File: src/rtl/cnc_defs.svh
`ifndef CNC_DEFS_SVH
`define CNC_DEFS_SVH

// Source routing sizes
`define CNC_SEL_W 2
`define CNC_PIN_N 4
`define CNC_PLL_N 2
`define CNC_CNT_N 7
`define CNC_IDX_W 4

// Counter positions inside one PLL
`define CNC_CNT_ZERO 3'h0
`define CNC_CNT_ONE 3'h1
`define CNC_CNT_TWO 3'h2
`define CNC_CNT_THREE 3'h3
`define CNC_CNT_FOUR 3'h4
`define CNC_CNT_FIVE 3'h5
`define CNC_CNT_SIX 3'h6

// Reset values
`define CNC_SEL_RST 2'h0
`define CNC_PICK_RST 2'h0
`define CNC_BIT_RST 1'b0

`endif

File: src/rtl/cnc_pkg.sv
package cnc_pkg;

  typedef logic [1:0] cnc_sel_t;

  typedef logic [2:0] cnc_cnt_t;

  typedef enum logic [1:0] {SW_RUN, SW_DRAIN, SW_ARM} cnc_sw_e;

endpackage

File: src/rtl/cnc_clock_network.sv
`timescale 1ns/10ps
`default_nettype none
`include "cnc_defs.svh"

// Contract
// - One independent control block per global and regional network
// - Only global blocks accept a select that changes at run time
// - Regional source choice comes only from static configuration bits
// - Two-bit global select picks inputs: 0,1 pins; 2,3 PLL outputs
// - Inputs 0 and 1 route from any of four same-side pins
// - Input 2 fed by counter zero or two of two PLLs
// - Input 3 fed by counter one or three of two PLLs
// - Only counters zero to three reach global networks on that variant
// - Left-side variant: input 0 counter four/six, input 1 counter five
// - Core enable powers networks up or down, applied synchronously
// - Gating sits on network after selection, independent of PLLs
// - Disabled network holds its clock inactive, no edges
// - Unused networks held off by static configuration bit
// - Dynamic select ignored before user mode
// - External output select fixed by configuration in user mode
// - Pin output cell muxes core signal or control block output
// - Enable taken while clock low; no shortened pulse
// - Extra enable register, bypassable by configuration except on external pins

module cnc_clock_network #(
  parameter int GLOBAL_N = 16,
  parameter int REGIONAL_N = 48,
  parameter int EXT_N = 2,
  parameter bit LEFT_ONLY_PLL = 1'b0
) (
  // Clock and reset
  input wire logic clk,
  input wire logic reset_n,
  // Configuration state
  input wire logic userModePin,
  input wire cnc_pkg::cnc_sel_t cfgPinPickA,
  input wire cnc_pkg::cnc_sel_t cfgPinPickB,
  input wire logic cfgPllEven,
  input wire logic cfgCntEven,
  input wire logic cfgPllOdd,
  input wire logic cfgCntOdd,
  input wire logic cfgPllLeft,
  input wire logic cfgCntLeft,
  input wire logic [GLOBAL_N-1:0] cfgGlobalOff,
  input wire logic [GLOBAL_N-1:0] cfgGlobalBypass,
  input wire cnc_pkg::cnc_sel_t [REGIONAL_N-1:0] cfgRegionalSel,
  input wire logic [REGIONAL_N-1:0] cfgRegionalOff,
  input wire logic [REGIONAL_N-1:0] cfgRegionalBypass,
  input wire cnc_pkg::cnc_sel_t [EXT_N-1:0] cfgExtSel,
  input wire logic [EXT_N-1:0] cfgExtOff,
  input wire logic [EXT_N-1:0] cfgExtDrive,
  // Source clocks
  input wire logic [`CNC_PIN_N-1:0] pinClk,
  input wire logic [`CNC_PLL_N*`CNC_CNT_N-1:0] pllCnt,
  // Core logic
  input wire cnc_pkg::cnc_sel_t [GLOBAL_N-1:0] sourceSelect,
  input wire logic [GLOBAL_N-1:0] globalEna,
  input wire logic [REGIONAL_N-1:0] regionalEna,
  input wire logic [EXT_N-1:0] extEna,
  input wire logic [EXT_N-1:0] extCoreData,
  // Networks and pins
  output logic [GLOBAL_N-1:0] globalNet,
  output logic [REGIONAL_N-1:0] regionalNet,
  output logic [EXT_N-1:0] extPllClkPin,
  output logic userMode
);

  import cnc_pkg::*;

  localparam int PLL_BITS = `CNC_PLL_N * `CNC_CNT_N;
  localparam int SRC_N = `CNC_PIN_N + PLL_BITS + 1;

  logic [SRC_N-1:0] rawIn;
  logic [SRC_N-1:0] syncIn;
  logic [`CNC_PIN_N-1:0] pinS;
  logic [PLL_BITS-1:0] pllS;
  logic [3:0] inclk;

  cnc_sel_t pinPickA_r;
  cnc_sel_t pinPickB_r;
  logic pllEven_r;
  logic cntEven_r;
  logic pllOdd_r;
  logic cntOdd_r;
  logic pllLeft_r;
  logic cntLeft_r;
  logic [GLOBAL_N-1:0] globalOff_r;
  logic [GLOBAL_N-1:0] globalBypass_r;
  cnc_sel_t [REGIONAL_N-1:0] regionalSel_r;
  logic [REGIONAL_N-1:0] regionalOff_r;
  logic [REGIONAL_N-1:0] regionalBypass_r;
  cnc_sel_t [EXT_N-1:0] extSel_r;
  logic [EXT_N-1:0] extOff_r;
  logic [EXT_N-1:0] extDrive_r;
  logic [EXT_N-1:0] extGated;
  logic [EXT_N-1:0] extPin_r;

  // Four-way source pick
  function automatic logic pick4(input logic [3:0] src, input cnc_sel_t sel);
    pick4 = src[sel];
  endfunction

  // Flat position of one PLL counter
  function automatic logic [`CNC_IDX_W-1:0] cntIdx(input logic pll, input cnc_cnt_t cnt);
    logic [`CNC_IDX_W-1:0] base;
    base = pll ? `CNC_IDX_W'(`CNC_CNT_N) : '0;
    cntIdx = base + `CNC_IDX_W'(cnt);
  endfunction

  // Pins, counters and mode strap from outside
  assign rawIn = {userModePin, pllCnt, pinClk};

  cnc_sync #(
    .WIDTH(SRC_N)
  ) uSync (
    .clk(clk),
    .reset_n(reset_n),
    .asyncIn(rawIn),
    .syncOut(syncIn)
  );

  assign pinS = syncIn[`CNC_PIN_N-1:0];
  assign pllS = syncIn[`CNC_PIN_N +: PLL_BITS];
  assign userMode = syncIn[SRC_N-1];

  // Routing bits loaded before user mode, frozen after
  always_ff @(posedge clk or negedge reset_n)
  begin
    if (!reset_n)
    begin
      pinPickA_r <= `CNC_PICK_RST;
      pinPickB_r <= `CNC_PICK_RST;
      pllEven_r <= `CNC_BIT_RST;
      cntEven_r <= `CNC_BIT_RST;
      pllOdd_r <= `CNC_BIT_RST;
      cntOdd_r <= `CNC_BIT_RST;
      pllLeft_r <= `CNC_BIT_RST;
      cntLeft_r <= `CNC_BIT_RST;
    end
    else if (!userMode)
    begin
      pinPickA_r <= cfgPinPickA;
      pinPickB_r <= cfgPinPickB;
      pllEven_r <= cfgPllEven;
      cntEven_r <= cfgCntEven;
      pllOdd_r <= cfgPllOdd;
      cntOdd_r <= cfgCntOdd;
      pllLeft_r <= cfgPllLeft;
      cntLeft_r <= cfgCntLeft;
    end
  end

  // Per-network static bits; unused networks stay dark
  always_ff @(posedge clk or negedge reset_n)
  begin
    if (!reset_n)
    begin
      globalOff_r <= '1;
      globalBypass_r <= '0;
      regionalSel_r <= '0;
      regionalOff_r <= '1;
      regionalBypass_r <= '0;
      extSel_r <= '0;
      extOff_r <= '1;
      extDrive_r <= '0;
    end
    else if (!userMode)
    begin
      globalOff_r <= cfgGlobalOff;
      globalBypass_r <= cfgGlobalBypass;
      regionalSel_r <= cfgRegionalSel;
      regionalOff_r <= cfgRegionalOff;
      regionalBypass_r <= cfgRegionalBypass;
      extSel_r <= cfgExtSel;
      extOff_r <= cfgExtOff;
      extDrive_r <= cfgExtDrive;
    end
  end

  // Shared source inputs of this side
  always_comb
  begin
    if (LEFT_ONLY_PLL)
    begin
      inclk[0] = pllS[cntIdx(pllLeft_r, cntLeft_r ? `CNC_CNT_SIX : `CNC_CNT_FOUR)];
      inclk[1] = pllS[cntIdx(pllLeft_r, `CNC_CNT_FIVE)];
    end
    else
    begin
      inclk[0] = pinS[pinPickA_r];
      inclk[1] = pinS[pinPickB_r];
    end
    inclk[2] = pllS[cntIdx(pllEven_r, cntEven_r ? `CNC_CNT_TWO : `CNC_CNT_ZERO)];
    inclk[3] = pllS[cntIdx(pllOdd_r, cntOdd_r ? `CNC_CNT_THREE : `CNC_CNT_ONE)];
  end

  // Global networks with run-time select
  for (genvar g = 0; g < GLOBAL_N; g++)
  begin : gGlobal
    cnc_sw_e swState_r;
    cnc_sel_t activeSel_r;
    cnc_sel_t pendSel_r;
    logic muxOut;

    // Switch only between low phases of old and new source
    always_ff @(posedge clk or negedge reset_n)
    begin
      if (!reset_n)
      begin
        swState_r <= SW_RUN;
        activeSel_r <= `CNC_SEL_RST;
        pendSel_r <= `CNC_SEL_RST;
      end
      else
      begin
        case (swState_r)
          SW_RUN:
            if (userMode && sourceSelect[g] != activeSel_r)
            begin
              pendSel_r <= sourceSelect[g];
              swState_r <= SW_DRAIN;
            end
          SW_DRAIN:
            if (!pick4(inclk, activeSel_r))
              swState_r <= SW_ARM;
          SW_ARM:
            if (!pick4(inclk, pendSel_r))
            begin
              activeSel_r <= pendSel_r;
              swState_r <= SW_RUN;
            end
          default:
            swState_r <= SW_RUN;
        endcase
      end
    end

    assign muxOut = (swState_r == SW_ARM) ? 1'b0 : pick4(inclk, activeSel_r);

    cnc_gate #(
      .HAS_BYPASS(1'b1)
    ) uGate (
      .clk(clk),
      .reset_n(reset_n),
      .srcClk(muxOut),
      .enaIn(globalEna[g]),
      .bypassMeta(globalBypass_r[g]),
      .staticOff(globalOff_r[g]),
      .netClk(globalNet[g])
    );

    chk_sel_hold: assert property (
      @(posedge clk) disable iff (!reset_n)
      (!userMode && swState_r == SW_RUN) |=> (swState_r == SW_RUN && $stable(activeSel_r)))
      else $error("Select moved before user mode");

    chk_switch_low: assert property (
      @(posedge clk) disable iff (!reset_n)
      (activeSel_r != $past(activeSel_r)) |->
        ($past(swState_r) == SW_ARM && !$past(inclk[pendSel_r])))
      else $error("Source switched while new source high");

    chk_sel_idle: assert property (
      @(posedge clk) disable iff (!reset_n)
      !userMode |-> (activeSel_r == `CNC_SEL_RST))
      else $error("Global select left default before user mode");

    chk_pend_wait: assert property (
      @(posedge clk) disable iff (!reset_n)
      (swState_r != SW_RUN) |=> $stable(pendSel_r))
      else $error("Pending select moved during a switch");
  end

  // Regional networks with static select only
  for (genvar r = 0; r < REGIONAL_N; r++)
  begin : gRegional
    cnc_gate #(
      .HAS_BYPASS(1'b1)
    ) uGate (
      .clk(clk),
      .reset_n(reset_n),
      .srcClk(pick4(inclk, regionalSel_r[r])),
      .enaIn(regionalEna[r]),
      .bypassMeta(regionalBypass_r[r]),
      .staticOff(regionalOff_r[r]),
      .netClk(regionalNet[r])
    );

    chk_regional_dark: assert property (
      @(posedge clk) disable iff (!reset_n)
      regionalOff_r[r] ##1 regionalOff_r[r] |-> !regionalNet[r])
      else $error("Unused regional network produced a clock level");
  end

  // External PLL clock pins
  for (genvar e = 0; e < EXT_N; e++)
  begin : gExt
    cnc_gate #(
      .HAS_BYPASS(1'b0)
    ) uGate (
      .clk(clk),
      .reset_n(reset_n),
      .srcClk(pick4(inclk, extSel_r[e])),
      .enaIn(extEna[e]),
      .bypassMeta(1'b0),
      .staticOff(extOff_r[e]),
      .netClk(extGated[e])
    );

    // Pin output cell multiplexer
    always_ff @(posedge clk or negedge reset_n)
    begin
      if (!reset_n)
        extPin_r[e] <= 1'b0;
      else
        extPin_r[e] <= extDrive_r[e] ? extGated[e] : extCoreData[e];
    end

    chk_pin_cell: assert property (
      @(posedge clk) disable iff (!reset_n)
      ($past(reset_n) && !$past(extDrive_r[e])) |-> (extPin_r[e] == $past(extCoreData[e])))
      else $error("Pin cell ignored core signal");

    chk_pin_clock: assert property (
      @(posedge clk) disable iff (!reset_n)
      ($past(reset_n) && $past(extDrive_r[e])) |-> (extPin_r[e] == $past(extGated[e])))
      else $error("Pin cell ignored gated clock");
  end

  assign extPllClkPin = extPin_r;

  chk_cfg_frozen: assert property (
    @(posedge clk) disable iff (!reset_n)
    (userMode && $past(userMode)) |-> ($stable(extSel_r) && $stable(regionalSel_r)))
    else $error("Static select changed in user mode");

  chk_route_frozen: assert property (
    @(posedge clk) disable iff (!reset_n)
    (userMode && $past(userMode)) |-> ($stable(pinPickA_r) && $stable(regionalOff_r)))
    else $error("Routing changed in user mode");

endmodule

`default_nettype wire

File: src/rtl/cnc_gate.sv
`timescale 1ns/10ps
`default_nettype none

module cnc_gate #(
  parameter bit HAS_BYPASS = 1'b1
) (
  // Clock and reset
  input wire logic clk,
  input wire logic reset_n,
  // Selected source level
  input wire logic srcClk,
  // Enable control
  input wire logic enaIn,
  input wire logic bypassMeta,
  input wire logic staticOff,
  // Gated network
  output logic netClk
);

  logic meta_r;
  logic ena_r;
  logic net_r;
  logic enaPick;

  // Extra register for asynchronous enables
  always_ff @(posedge clk or negedge reset_n)
  begin
    if (!reset_n)
      meta_r <= 1'b0;
    else
      meta_r <= enaIn;
  end

  assign enaPick = (HAS_BYPASS && bypassMeta) ? enaIn : meta_r;

  // Enable taken only while the clock is low
  always_ff @(posedge clk or negedge reset_n)
  begin
    if (!reset_n)
      ena_r <= 1'b0;
    else if (!srcClk)
      ena_r <= enaPick && !staticOff;
  end

  // Gate after selection
  always_ff @(posedge clk or negedge reset_n)
  begin
    if (!reset_n)
      net_r <= 1'b0;
    else
      net_r <= srcClk && ena_r && !staticOff;
  end

  assign netClk = net_r;

  chk_ena_low_only: assert property (
    @(posedge clk) disable iff (!reset_n)
    (ena_r != $past(ena_r)) |-> !$past(srcClk))
    else $error("Enable changed while source was high");

  chk_off_silent: assert property (
    @(posedge clk) disable iff (!reset_n)
    staticOff ##1 staticOff |-> !net_r)
    else $error("Disabled network produced a clock level");

  chk_no_short: assert property (
    @(posedge clk) disable iff (!reset_n)
    $fell(net_r) |-> (!$past(srcClk) || $past(staticOff)))
    else $error("Network pulse cut short");

endmodule

`default_nettype wire

File: src/rtl/cnc_sync.sv
`timescale 1ns/10ps
`default_nettype none

module cnc_sync #(
  parameter int WIDTH = 1
) (
  // Clock and reset
  input wire logic clk,
  input wire logic reset_n,
  // Levels from outside the clock domain
  input wire logic [WIDTH-1:0] asyncIn,
  // Filtered levels
  output logic [WIDTH-1:0] syncOut
);

  logic [WIDTH-1:0] stageA_r;
  logic [WIDTH-1:0] stageB_r;
  logic [WIDTH-1:0] stageC_r;
  logic [WIDTH-1:0] level_r;

  // Three stage chain
  always_ff @(posedge clk or negedge reset_n)
  begin
    if (!reset_n)
    begin
      stageA_r <= '0;
      stageB_r <= '0;
      stageC_r <= '0;
    end
    else
    begin
      stageA_r <= asyncIn;
      stageB_r <= stageA_r;
      stageC_r <= stageB_r;
    end
  end

  // Change counts once second and third agree
  for (genvar i = 0; i < WIDTH; i++)
  begin : gBit
    always_ff @(posedge clk or negedge reset_n)
    begin
      if (!reset_n)
        level_r[i] <= 1'b0;
      else if (stageB_r[i] == stageC_r[i])
        level_r[i] <= stageC_r[i];
    end
  end

  assign syncOut = level_r;

endmodule

`default_nettype wire

File: config.mk
export PLATFORM = sky130hd
export DESIGN_NAME = cnc_clock_network
export DESIGN_NICKNAME = d
export VERILOG_FILES = /design/src/rtl/cnc_pkg.sv /design/src/rtl/cnc_clock_network.sv /design/src/rtl/cnc_gate.sv /design/src/rtl/cnc_sync.sv
export VERILOG_INCLUDE_DIRS = /design/src /design/src/rtl
export SDC_FILE = /design/constraint.sdc
export NUM_CORES = 1
export LEC_CHECK = 0
export BUFFER_PORTS_ARGS = -buffer_cell sky130_fd_sc_hd__clkbuf_2
export CORE_MARGIN = 10
export CORE_UTILIZATION = 57
export CTS_CLUSTER_DIAMETER = 40
export DETAILED_ROUTE_END_ITERATION = 12
export PLACE_DENSITY = 0.8
export SYNTH_ARGS = -nofsm -noshare
export SYNTH_HDL_FRONTEND = slang
export SYNTH_HIERARCHICAL = 1
export SYNTH_SLANG_ARGS = --single-unit
File: constraint.sdc
create_clock -name clk -period 2.99 [get_ports clk]
set_input_delay 0.1495 -clock clk [delete_from_list [all_inputs] [get_ports clk]]
set_output_delay 0.1495 -clock clk [all_outputs]
set_load 0.005 [all_outputs]
# Yosys cells after proc, flatten, opt, wreduce, memory -nomap -nowiden
# Index checks and enable logic that the tools add are counted.
[op_classes]
n_addsub = 2
magnitude_cmp = 86
n_eq_ne = 115
muxes = 322
n_bitwise = 16
n_reduce_logical = 344
[op_table]
columns = ["op", "count"]
rows = [
  ["less-than comparator 2 x 3 -> 1 bit (second input constant)", 84],
  ["logical AND 1 bit", 214],
  ["binary-select mux 1 bit (select 2 bit)", 84],
  ["2-to-1 mux 1 bit", 168],
  ["2-to-1 mux 2 bit", 50],
  ["!= test 2 bit (second input constant)", 48],
  ["case mux 2 bit (3 select lines)", 16],
  ["zero test 1 bit", 66],
  ["AND reduction 2 bit", 32],
  ["AND reduction 3 bit", 16],
  ["== test 2 x 1 -> 1 bit (second input constant)", 16],
  ["== test 2 bit (second input constant)", 16],
  ["zero test 2 bit", 16],
  ["!= test 2 bit", 16],
  ["== test 1 bit", 19],
  ["NOT 1 bit", 16],
  ["less-than comparator 4 x 5 -> 1 bit (second input constant)", 2],
  ["adder 3 x 2 -> 4 bit", 2],
  ["binary-select mux 1 bit (select 4 bit)", 2],
  ["2-to-1 mux 3 bit", 2],
]
[word_totals]
reg_bits = 612
in_bits = 363
out_inout_bits = 67
word_cells = 1217

# Longest topological paths before layout
# Gate-level depths: netlist (run 1).
[depth]
ltp_word = 9
mapped_depth = 12
depth_no_buf = 9

# By module
# The synthesis (run 1) kept the hierarchy.
[modules_own_cells]
columns = ["module", "instances", "cells_per_inst", "area_each_um2", "seq_area_each_um2"]
rows = [
  ["cnc_clock_network", 1, 1360, 17374.2, 8540.7],
  ["cnc_gate (gGlobal[0].uGate ...)", 64, 7, 105.1, 75.1],
  ["cnc_sync", 1, 95, 2115.8, 1901.8],
  ["cnc_gate (gExt[0].uGate ...)", 2, 7, 97.6, 75.1],
]

# Worst setup path after synthesis (run 1)
# No wires, ideal clock.
[synth_path]
kind = "reg2reg"
start = "register pllOdd_r"
end = "register gRegional[0].uGate.ena_r"
setup_ns = 0.092
t_arrival_ns = 2.581
required_time_ns = 2.898
slack_ns = 0.317
path_stages_with_launch = 9
path_buffers = 3
synth_period_minus_slack_ns = 2.673
cell_sequence = "dfrtp_1 > ha_1 > buf_6 > mux2_4 > mux4_2 > buf_6 > buf_6 > mux4_2 > o31ai_2"
[synth_via]
elab_chain_len = 6
[synth_lines]
columns = ["element", "line_no", "rtl"]
rows = [
  ["from (decl)", "cnc_clock_network.sv:83", "logic pllOdd_r;"],
  ["from (signal assigned)", "cnc_clock_network.sv:135", "pllOdd_r <= `CNC_BIT_RST;"],
  ["from (signal assigned)", "cnc_clock_network.sv:146", "pllOdd_r <= cfgPllOdd;"],
  ["2-to-1 mux 3 bit", "cnc_clock_network.sv:106", "base = pll ? `CNC_IDX_W'(`CNC_CNT_N) : '0;"],
  ["adder 3 x 2 -> 4 bit", "cnc_clock_network.sv:107", "cntIdx = base + `CNC_IDX_W'(cnt);"],
  ["binary-select mux 1 bit (select 4 bit)", "cnc_clock_network.sv:194", "inclk[3] = pllS[cntIdx(pllOdd_r, cntOdd_r ? `CNC_CNT_THREE : `CNC_CNT_ONE)];"],
  ["2-to-1 mux 1 bit", "cnc_clock_network.sv:194", ""],
  ["binary-select mux 1 bit (select 2 bit)", "cnc_clock_network.sv:100", "pick4 = src[sel];"],
  ["2-to-1 mux 1 bit (not written as such)", "cnc_clock_network.sv:100", ""],
  ["to (signal assigned)", "cnc_gate.sv:42", "ena_r <= enaPick && !staticOff;"],
  ["to (decl)", "cnc_gate.sv:21", "logic ena_r;"],
]
# Every way passes these cells. The select of a mux whose other input is x is not followed.
# A chain may end at the register's enable or synchronous reset.

# Final worst setup path (run 1)
[layout_path]
start = "register cntOdd_r"
end = "register gRegional[42].uGate.ena_r"
[layout_via]
elab_chain_len = 6
[layout_lines]
columns = ["element", "line_no", "rtl"]
rows = [
  ["from (decl)", "cnc_clock_network.sv:84", "logic cntOdd_r;"],
  ["from (signal assigned)", "cnc_clock_network.sv:136", "cntOdd_r <= `CNC_BIT_RST;"],
  ["from (signal assigned)", "cnc_clock_network.sv:147", "cntOdd_r <= cfgCntOdd;"],
  ["2-to-1 mux 2 bit (no source line)", "--", ""],
  ["adder 3 x 2 -> 4 bit", "cnc_clock_network.sv:107", ""],
  ["binary-select mux 1 bit (select 4 bit)", "cnc_clock_network.sv:194", ""],
  ["2-to-1 mux 1 bit", "cnc_clock_network.sv:194", ""],
  ["binary-select mux 1 bit (select 2 bit)", "cnc_clock_network.sv:100", ""],
  ["2-to-1 mux 1 bit (not written as such)", "cnc_clock_network.sv:100", ""],
  ["to (signal assigned)", "cnc_gate.sv:42", ""],
  ["to (decl)", "cnc_gate.sv:21", ""],
]
# Every way passes these cells. The select of a mux whose other input is x is not followed.

==> results by group, run 1 <==
Timing
  – Hold slack: ~0.13 ns
  – Worst slew pin tran: 0.846 ns
  – Slew headroom: 43.6%
  – Top achievable clock speed: 317 MHz
  – Skew final: 0.0336 ns
  – Tcrit/Tclk final: 106%
  – Setup TNS: -5.03 ns
  – Final hold violation count: 0
  – Slack of the critical path: -0.165 ns
  – Fin crit period: 3.15 ns
  – Max Slew Vio Count: 0
  – Final setup viols: 77
  – RSZ-0062 raised after global routing: true

Cells and area
  – Syn-to-layout area delta: 37.8%
  – Share of cells above drive strength 1: 43.5%
  – Commonest non-fill, non-tap cell in the layout: dfrtp_1
  – Most frequent cells in the layout: dfrtp_1, clkbuf_2, dlygate4sd3_1, mux2_2, nor2_1
  – Nets: 3117
  – Post-Layout Inst Area: 36400 um2
  – Core Util, Final: about 80%
  – # fillers: 2198
  – Final cell count without fillers: 3444

Critical path
  – Data required, critical path: between 3 and 4 ns
  – Critical path class: reg -> reg
  – Top fanout value on the critical path: 5
  – RR Startpoint: cntOdd_r
  – CP max-delay cell: mux4_4
  – Worst setup startpoint: cntOdd_r
  – Worst path arrival time: 3.67 ns
  – Critical-path cell list: inv_2 -> ha_4 -> mux2_4 -> mux4_4 -> buf_12 -> clkbuf_16 -> mux4_2 -> o31ai_4
  – Max stage delay on crit path: 0.74 ns
  – Crit path max-delay family: multiplexers
  – Setup crit start kind: flop
  – Worst Setup End Kind: flop
  – Buffers and inverters on the worst path: 3

CTS
  – CTS H-tree lvls: 3
  – CTS Buffer Depth: 3
  – TritonCTS clock tree: yes
  – Clock-pin slew of the registers on the worst-case setup and hold paths: approximately 0.060 ns
  – Clk sinks: between 600 and 700
  – Clk Latency, worst-skew pair: 0.64 ns
  – Root buf cell: clkbuf_16
  – CTS buffer count: 75

Placement
  – GPL Wtd Cong: ~0.87
  – Post-DP HPWL: approximately 48000 um
  – Area after DPL: between 20000 and 30000 um2
  – Placed cells: around 2900
  – Port Buf Inserts: 427

Die
  – I/O pin cnt: 430
  – Die Y: 235 um
  – Core Area: roughly 46000 um2
  – Die area: 55300 um2
  – Die width: 235 um
  – Site Rows: between 70 and 80
  – Initial Util: 57.9%

Routing
  – WL final: around 94000 um
  – Initial DRC Count: 1785
  – Vias: 21100
  – Via-to-Cell Ratio: 6.13
  – Detail Route Antenna Nets: 0
  – Initial DRT Pass Iterations: 5
  – Routed len/inst: roughly 27 um
  – DRC Markers: 0

Global route
  – Vias in the first global route: approximately 23000
  – Initial antenna violation count: 38
  – GRT Total Usage: 30.8%
  – First-pass GRT wire length: 134000 um
  – Largest net degree at the start of global routing: 78
  – Gr ovfl total: 0

Power
  – P per Cell Area: between 800 and 900 nW/um2
  – Combinational share of power: 30.6%
  – Worst VDD drop: 0.695 mV
  – Pint: ~20000 uW
  – Net Sw Power: ~11000 uW
  – Leakage power: 0.0163 uW
  – Clock power frac: 30.4%
  – Sw frac: 35.0%
  – Sequential Power Share: about two fifths

Outcome
  – Failing checks: setup timing
  – Status: finished with violations

Logic synthesis
  – Syn Area/Cell: about 14 um2
  – Syn nets: between 2000 and 2500
  – Post-synthesis cell count: approximately 1900
  – Number of synthesis warnings: 6
  – Cell Area, Synth: 26400 um2

Min path
  – Worst hold path class: in -> async

Job
  – Number of max-cap violations: 0
timing repair:
action / 4_1_cts / 5_1_grt
endpoints found under the setup margin: 26 / 61
pin swaps: 0 / 76
resized for setup: 4 / 114
hold endpoints to repair: 481 / 0
hold buffers: 360 / 0
buffers inserted: 0 / 9
gates cloned: 0 / 6
path summary, 6_finish.rpt:
check / to / slack [ns] / cells after the start
setup / recovery: gRegional[42].uGate/ena_r / -0.16 / 8
hold / removal: gGlobal[0].swState_r[0] / 0.13 / 2
setup reg to reg: gRegional[42].uGate/ena_r / -0.16 / 8
hold reg to reg: uSync/stageB_r[14] / 0.35 / 0
max in group asynchronous: globalOff_r[5] / 1.80 / 4
min in group clk: gRegional[33].uGate/meta_r / 0.17 / 2
state kept, by name, indices dropped and copies added (netlist names), 32 cells and up:
name                    count
regionalBypass_r           48
gGlobal.pendSel_r          32
gRegional.uGate/netClk     48
gGlobal.activeSel_r        32
gRegional.uGate/ena_r      48
regionalOff_r              48
gGlobal.swState_r          32
regionalSel_r              96
gRegional.uGate/meta_r     48
stage by stage:
stage | setup WS, ns | power, uW
global placement | 0.0738 | 18900
finish | -0.165 | 30800
detailed placement | -0.0382 | 19400
global route | -0.203 | 32000
floorplan | 0.317 | 17000
CTS | 0.0440 | 29100
power groups by stage:
stage               clock network, uW  logic (uW)  registers, uW
finish                           9390        9430          12000
detailed placement                  0        7640          11800
floorplan                           0        5810          11200
global route                     9810       10000          12200
CTS                              9240        8140          11700
global placement                    0        7280          11600
layer usage:
metal	vias up	share of wire, %	GRT usage, %
li1	8714	-	-
met1	10700	34	34.3
met2	1252	50	53.5
met3	445	8.7	7.46
met4	24	6.6	16.8
met5	-	0.16	0
cell type report:
type | instances | area (um2) | area share (%)
diodes | 32 | 80.1 | 0.220
clock buffers | 93 | 1990 | 5.48
clock inverters | 46 | 534 | 1.47
inverters | 20 | 75.1 | 0.206
multi-input cells | 1186 | 10900 | 30.0
flip-flops and latches | 612 | 15400 | 42.3
well taps | 600 | 751 | 2.06
repair buffers | 855 | 6620 | 18.2
No activity file was read; power rests on OpenSTA's default activity.
==> run 2: changes to the inputs <==
--- a/config.mk
+++ b/config.mk
@@ -12,7 +12,7 @@
 export CTS_CLUSTER_DIAMETER = 40
 export DETAILED_ROUTE_END_ITERATION = 12
 export PLACE_DENSITY = 0.8
+export SLEW_MARGIN = 20
 export SYNTH_ARGS = -nofsm -noshare
 export SYNTH_HDL_FRONTEND = slang
-export SYNTH_HIERARCHICAL = 1
 export SYNTH_SLANG_ARGS = --single-unit
==> run 2 against run 1 <==
The flow now finishes without violations. Sequential share of layout area up 0.44 points. Utilization down 2.3 points. Hold slack better by 0.038 ns. First-iteration DRC count up 10%. Final area down 1.0%. Flip-flop and latch count unchanged. Worst setup slack better by 0.18 ns. Clock power up 9%. Register-to-register slack better by 0.18 ns. Critical path type unchanged. Largest cell class unchanged. Largest power group unchanged. Highest routed layer unchanged.
==> results by group, run 2 <==
Power
  – P per Cell Area: 858 nW/um2 (+1.1%)
  – Worst VDD drop: 0.628 mV (-9.7%)
  – Leakage power: 0.0164 uW (+0.71%)

Logic synthesis
  – Adder-cell share of the synthesized area: less than 1%
  – Syn Area/Cell: 13.5 um2 (-1.8%)
  – Number of synthesis warnings: 0 (-6)
  – #FFs+latches synth: between 600 and 700
  – Largest family of logic cells by synthesized area: multiplexers
  – Post-synthesis sequential area ratio: between 50% and 60%
  – Yosys top cell area share: 51.1%
  – Post-synthesis cell count: 1974 (+3.0%)
  – Count leader, synth: dfrtp_1
  – Post-Synth Simple-Gate Area: 7.92%
  – Compound-Gate Fraction of Synth Area: under 10%
  – Netlist cell types: 63
  – Top cells by area, synth: dfrtp_1, mux2_2, dfstp_2
  – Syn nets: 2341 (+2.5%)
  – Cell Area, Synth: 26700 um2 (+1.2%)
  – Leading area contributor after synthesis: dfrtp_1
  – Commonest cells post-synth: dfrtp_1, mux2_2, nor2_1, mux2i_1, nand2_1
  – Post-Synth XOR/XNOR Area: 1.05%
  – Synth Flop Type: dfrtp_1
  – Fraction of registers with async set/reset: 100%
  – Mux share of post-synthesis cell area: 22.0%
  – Post-synth EDFFs: 0

Global route
  – Initial antenna violation count: 13 (-66%)
  – Gr ovfl total: 0 (unchanged)
  – GRT Total Usage: 30.2% (-0.52 points)
  – Vias in the first global route: 22300 (-1.2%)
  – First-pass GRT wire length: 133000 um (-0.75%)
  – Largest net degree at the start of global routing: 115 (+47%)

CTS
  – CTS Buffer Depth: 3 (unchanged)
  – Root buf cell: clkbuf_16
  – TritonCTS clock tree: yes
  – Clk Latency, worst-skew pair: 0.65 ns (about the same)
  – CTS buffer count: 81 (+8.0%)
  – Clk sinks: 612 (unchanged)
  – Clock-pin slew of the registers on the worst-case setup and hold paths: 0.06 ns (about the same)
  – CTS H-tree lvls: 3 (unchanged)

Die
  – Core Area: 46500 um2 (+1.9%)
  – I/O pin cnt: 430 (unchanged)
  – Die area: 55900 um2 (+1.1%)
  – Die width: 237 um (+0.55%)
  – Site Rows: 79 (+1.3%)
  – Die Y: 237 um (+0.55%)
  – Initial Util: 57.5% (-0.42 points)

Critical path
  – Max stage delay on crit path: 0.62 ns (-0.12 ns)
  – Worst Setup End Kind: flop
  – Top fanout value on the critical path: 9 (+4)
  – Setup crit start kind: flop
  – Worst path arrival time: 3.48 ns (-0.19 ns)
  – Critical path class: reg -> reg
  – Data required, critical path: 3.49 ns (-0.02 ns)
  – CP max-delay cell: mux4_4
  – Critical-path cell list: ha_4 -> mux2_4 -> mux4_4 -> buf_12 -> clkbuf_16 -> mux4_2 -> mux2_2

Timing
  – Fin crit period: 2.98 ns (-0.177 ns)
  – Worst slew pin tran: 0.750 ns (-0.0959 ns)
  – Top achievable clock speed: 336 MHz (+5.9%)
  – Slew headroom: 50.0% (+6.4 points)
  – Final setup viols: 0 (-100%)
  – Final hold violation count: 0 (unchanged)
  – Hold slack: 0.169 ns (+0.0381 ns)
  – Skew final: 0.0535 ns (+0.0199 ns)
  – RSZ-0062 raised after global routing: true
  – Max Slew Vio Count: 0 (unchanged)
  – Tcrit/Tclk final: 99.6% (-5.9 points)

Cells and area
  – Most frequent cells in the layout: dfrtp_1, clkbuf_2, dlygate4sd3_1, mux2_2, nor2_1
  – Reg with most FFs: regionalSel_r
  – Nets: 3110 (-0.22%)
  – Max FFs per register: 96 (unchanged)
  – Share of cells above drive strength 1: 38.9% (-4.6 points)
  – Final cell count without fillers: 3430 (-0.41%)
  – Syn-to-layout area delta: 34.7%
  – Commonest non-fill, non-tap cell in the layout: dfrtp_1

Routing
  – Via-to-Cell Ratio: 6.05 (-1.3%)
  – Initial DRC Count: 1967 (+10%)
  – WL final: 89400 um (-5.3%)
  – Detail Route Antenna Nets: 0 (unchanged)
  – Routed len/inst: 26.1 um (-4.9%)
  – Initial DRT Pass Iterations: 6 (+1)
  – Vias: 20700 (-1.7%)
  – DRC Markers: 0 (unchanged)

Placement
  – Post-DP HPWL: 47300 um (-0.61%)
  – Port Buf Inserts: 427 (unchanged)
  – GPL Wtd Cong: 0.862 (-0.47%)
  – Placed cells: 2895 (-0.10%)

Min path
  – Worst hold path class: in -> async

Outcome
  – Status: complete, no violations

Job
  – Number of max-cap violations: 0 (unchanged)
run 2: cells by family (layout without fill, tap and decap cells):
logic type | Yosys count | count (layout)
AO/OA/AOI/OAI | 265 | 265
XOR/XNOR | 32 | 32
adder cells (fa/ha/maj) | 23 | 23
buffers and inverters | 180 | 1016
flip-flops | 612 | 612
multiplexers | 471 | 471
other | 0 | 13
AND/OR/NAND/NOR | 391 | 391
run 2: layout make-up:
cell class	instances	area, um2
Clock inverter	48	573
Timing Repair Buffer	842	6480
Antenna cell	13	32.5
Fill cell	2410	10500
Clock buffer	102	2260
Tap cell	607	759
Inverter	24	90.1
Multi-Input combinational cell	1182	10400
Sequential cell	612	15400
run 2: where the power goes:
group          total (uW)  internal, uW  switching, uW
Combinational        8630          4380           4250
Clock               10200          6160           4050
Sequential          12000         10200           1870
run 2: critical path, delay by kind of cell (launching register included):
family	cells	cell delay, ns
DFF	1	0.40
muxes	4	1.77
adders and majority gates	1	0.32
buffers and inverters	2	0.37
run 2: layer usage:
layer | part of all wire, % | routed length (um) | global-route usage (%) | vias to the layer above
met2 | 52 | 46100 | 53.6 | 1279
met1 | 34 | 30700 | 34.0 | 10400
met4 | 5.9 | 5240 | 14.2 | 4
met3 | 8.2 | 7370 | 6.95 | 356
li1 | - | - | - | 8671
met5 | 0.025 | 22 | 0 | -
run 2: timing repair:
action,CTS,global route
endpoints found under the setup margin,0,68
setup buffers,0,5
resized for setup,0,23
endpoints found under the hold margin,469,0
hold buffers,360,0
run 2: worst paths after layout:
| path | cells past startpoint | end | startpoint | slack [ns] |
|---|---|---|---|---|
| hold / removal | 2 | regionalBypass_r[46] | reset_n | 0.17 |
| setup reg to reg | 7 | gRegional[34].uGate.ena_r | pllOdd_r | 0.01 |
| min in group clk | 2 | gRegional[24].uGate.meta_r | regionalEna[24] | 0.19 |
| max in group asynchronous | 3 | regionalBypass_r[35] | reset_n | 1.73 |
| hold reg to reg | 0 | uSync.stageB_r[4] | uSync.stageA_r[4] | 0.34 |
| setup / recovery | 7 | gRegional[34].uGate.ena_r | pllOdd_r | 0.01 |
run 2: stage by stage:
step / power, uW / setup TNS [ns] / cell area [um2] / util [%] / setup slack, ns
final: 30900 / 0 / 36000 / 77.5 / 0.0124
after detailed placement: 19200 / 0 / 29300 / 63.0 / 0.000753
after floorplan: 17000 / 0 / 26700 / - / 0.180
after CTS: 29700 / 0 / 35700 / 76.9 / 0.00368
after global placement: 18700 / 0 / 29300 / 63.0 / 0.0527
after global routing: 32100 / -0.482 / 36000 / 77.5 / -0.0370
==> run 3: changes to the inputs <==
--- a/config.mk
+++ b/config.mk
@@ -7,11 +7,12 @@
 export NUM_CORES = 1
 export LEC_CHECK = 0
 export BUFFER_PORTS_ARGS = -buffer_cell sky130_fd_sc_hd__clkbuf_2
+export CORE_ASPECT_RATIO = 1.1
 export CORE_MARGIN = 10
-export CORE_UTILIZATION = 57
+export CORE_UTILIZATION = 51
 export CTS_CLUSTER_DIAMETER = 40
 export DETAILED_ROUTE_END_ITERATION = 12
-export PLACE_DENSITY = 0.8
+export PLACE_DENSITY = 0.76
 export SLEW_MARGIN = 20
 export SYNTH_ARGS = -nofsm -noshare
 export SYNTH_HDL_FRONTEND = slang
==> constraint.sdc (replaced) <==
create_clock -name clk -period 2.5 [get_ports clk]
set_input_delay 0.125 -clock clk [delete_from_list [all_inputs] [get_ports clk]]
set_output_delay 0.125 -clock clk [all_outputs]
set_load 0.005 [all_outputs]
==> run 3 against run 2 <==
Largest cell class unchanged. The flow now finishes with violations (setup timing). Via count fell by 0.30%. Critical endpoint is now gRegional[22].uGate.ena_r. Largest power group unchanged. Worst setup slack worse by 0.53 ns. Power rose by 24%. Sequential share of layout area fell by 1.5 points.
==> results by group, run 3 (synthesis results as in run 2) <==
Timing
  – Tcrit/Tclk final: 121% (+21 points)
  – Slew headroom: 57.9% (+8.0 points)
  – Setup TNS: -61.96 ns (-61.96 ns)
  – Worst slew pin tran: 0.631 ns (-0.120 ns)
  – Final hold violation count: 0 (unchanged)
  – Slack of the critical path: -0.521 ns (-0.534 ns)
  – RSZ-0062 raised after global routing: true
  – Top achievable clock speed: 331 MHz (-1.5%)
  – Final setup viols: 196 (+196)
  – Fin crit period: 3.02 ns (+0.0439 ns)
  – Max Slew Vio Count: 0 (unchanged)
  – Skew final: 0.0256 ns (-0.0279 ns)

Die
  – I/O pin cnt: 430 (unchanged)
  – Site Rows: 87 (+10%)
  – Die width: 238 um (+0.73%)
  – Core Area: 51600 um2 (+11%)
  – Die area: 62000 um2 (+11%)
  – Initial Util: 51.8% (-5.7 points)
  – Die Y: 260 um (+10%)

Routing
  – Routed len/inst: 24.9 um (-4.6%)
  – Vias: 20700 (-0.30%)
  – Detail Route Antenna Nets: 0 (unchanged)
  – Initial DRC Count: 1715 (-13%)
  – WL final: 88300 um (-1.3%)
  – Initial DRT Pass Iterations: 5 (-1)
  – Via-to-Cell Ratio: 5.83 (-3.6%)
  – DRC Markers: 0 (unchanged)

Cells and area
  – Max FFs per register: 96 (unchanged)
  – Post-Layout Inst Area: 37300 um2 (+3.7%)
  – Commonest non-fill, non-tap cell in the layout: dfrtp_1
  – Final cell count without fillers: 3549 (+3.5%)
  – # fillers: 2909 (+21%)
  – Syn-to-layout area delta: 39.7%
  – Reg with most FFs: regionalSel_r
  – Sequential cell area: 15400 um2 (unchanged)
  – Area of the multi-input gates: 11100 um2 (+6.3%)
  – Share of cells above drive strength 1: 43.2% (+4.4 points)
  – Most frequent cells in the layout: dfrtp_1, clkbuf_2, dlygate4sd3_1, mux2_2, nor2_1
  – Nets: 3173 (+2.0%)

Critical path
  – Worst path arrival time: 3.51 ns (+0.03 ns)
  – Data required, critical path: 2.99 ns (-0.50 ns)
  – Worst Setup End Kind: flop
  – Critical path class: reg -> reg
  – Top fanout value on the critical path: 6 (-3)
  – Setup crit start kind: flop

CTS
  – CTS H-tree lvls: 3 (unchanged)
  – TritonCTS clock tree: yes
  – CTS buffer count: 82 (+1.2%)
  – Clk sinks: 612 (unchanged)
  – CTS Buffer Depth: 3 (unchanged)
  – Clk Latency, worst-skew pair: 0.62 ns (-0.03 ns)
  – Clock-pin slew of the registers on the worst-case setup and hold paths: 0.06 ns (about the same)
  – Root buf cell: clkbuf_16

Global route
  – Gr ovfl total: 0 (unchanged)
  – Initial antenna violation count: 7 (-6)
  – First-pass GRT wire length: 134000 um (+0.94%)
  – Largest net degree at the start of global routing: 84 (-27%)
  – Vias in the first global route: 22700 (+1.6%)
  – GRT Total Usage: 27.8% (-2.5 points)

Placement
  – Port Buf Inserts: 427 (unchanged)
  – Post-DP HPWL: 50000 um (+5.8%)
  – GPL Wtd Cong: 0.851 (-1.3%)
  – Placed cells: 3001 (+3.7%)
  – Area after DPL: 29800 um2 (+1.6%)
  – Post-Place Worst Slack: -0.483 ns (-0.484 ns)

Power
  – Worst VDD drop: 0.689 mV (+9.7%)
  – P per Cell Area: 1030 nW/um2 (+20%)
  – Leakage power: 0.0169 uW (+3.0%)
  – Power, Total: 38400 uW (+24%)

Job
  – Number of max-cap violations: 0 (unchanged)

Outcome
  – Failing checks: setup timing
  – Status: finished with violations

Min path
  – Worst hold path class: in -> async
## run 3: cell count changes in the layout (fill, tap and decap cells not counted), sizes merged
cell	delta
clkinv	+1
clkbuf	-7
inv	-3
diode	-4
bufinv	-1
buf	+65
clkinvlp	+8
## run 3: worst paths after layout
path | from | endpoint | slack (ns) | cells past startpoint
max | pllOdd_r | gRegional[22].uGate.ena_r | -0.52 | 7
min | reset_n | gRegional[18].uGate.meta_r | 0.05 | 2
max reg2reg | pllOdd_r | gRegional[22].uGate.ena_r | -0.52 | 7
min reg2reg | uSync.stageA_r[0] | uSync.stageB_r[0] | 0.34 | 0
max in group asynchronous | reset_n | regionalOff_r[15] | 1.39 | 4
min in group clk | pllCnt[5] | uSync.stageA_r[9] | 0.15 | 2
## run 3: layer usage
| metal | GRT usage, % | wire (um) |
|---|---|---|
| met4 | 15.5 | 4390 |
| met3 | 6.39 | 5990 |
| met2 | 47.6 | 45400 |
| met5 | 0 | 0 |
| met1 | 31.7 | 32500 |
## run 3: final cells by class
| cell class | instances | share of cell area [%] |
|---|---|---|
| Clock inverter | 53 | 1.61 |
| Timing Repair Buffer | 904 | 19.0 |
| Multi-Input combinational cell | 1182 | 29.6 |
| Clock buffer | 98 | 5.93 |
| Tap cell | 667 | 2.23 |
| Sequential cell | 612 | 41.2 |
| Inverter | 24 | 0.241 |
| Antenna cell | 9 | 0.0603 |
## run 3: report_power, final
| part | switching, uW | total (uW) | leakage [uW] | internal (uW) |
|---|---|---|---|---|
| registers | 2330 | 14500 | 0.00730 | 12100 |
| clock network | 4820 | 12000 | 0.00133 | 7200 |
| logic | 5620 | 11900 | 0.00826 | 6310 |
## run 3: per-stage QoR
stage	hold slack, ns	util [%]
global placement	0.0982	57.7
global route	0.0903	72.4
CTS	0.0470	71.1
detailed placement	0.107	57.7
floorplan	-0.171	-
finish	0.0471	72.4
## run 3: critical path, stage by stage (launching register included)
cell and delay, ns:
dfrtp_1 0.41, ha_4 0.33, mux2_4 0.31, mux4_4 0.63, buf_12 0.19, buf_16 0.14
mux4_2 0.54, mux2_4 0.35
## run 3: timing repair
item,4_1_cts,5_1_grt
pin swaps,23,67
gates resized for setup,87,112
setup buffers,13,9
setup endpoints to repair,177,196
hold buffers,360,0
gates cloned,4,2
hold endpoints to repair,820,0
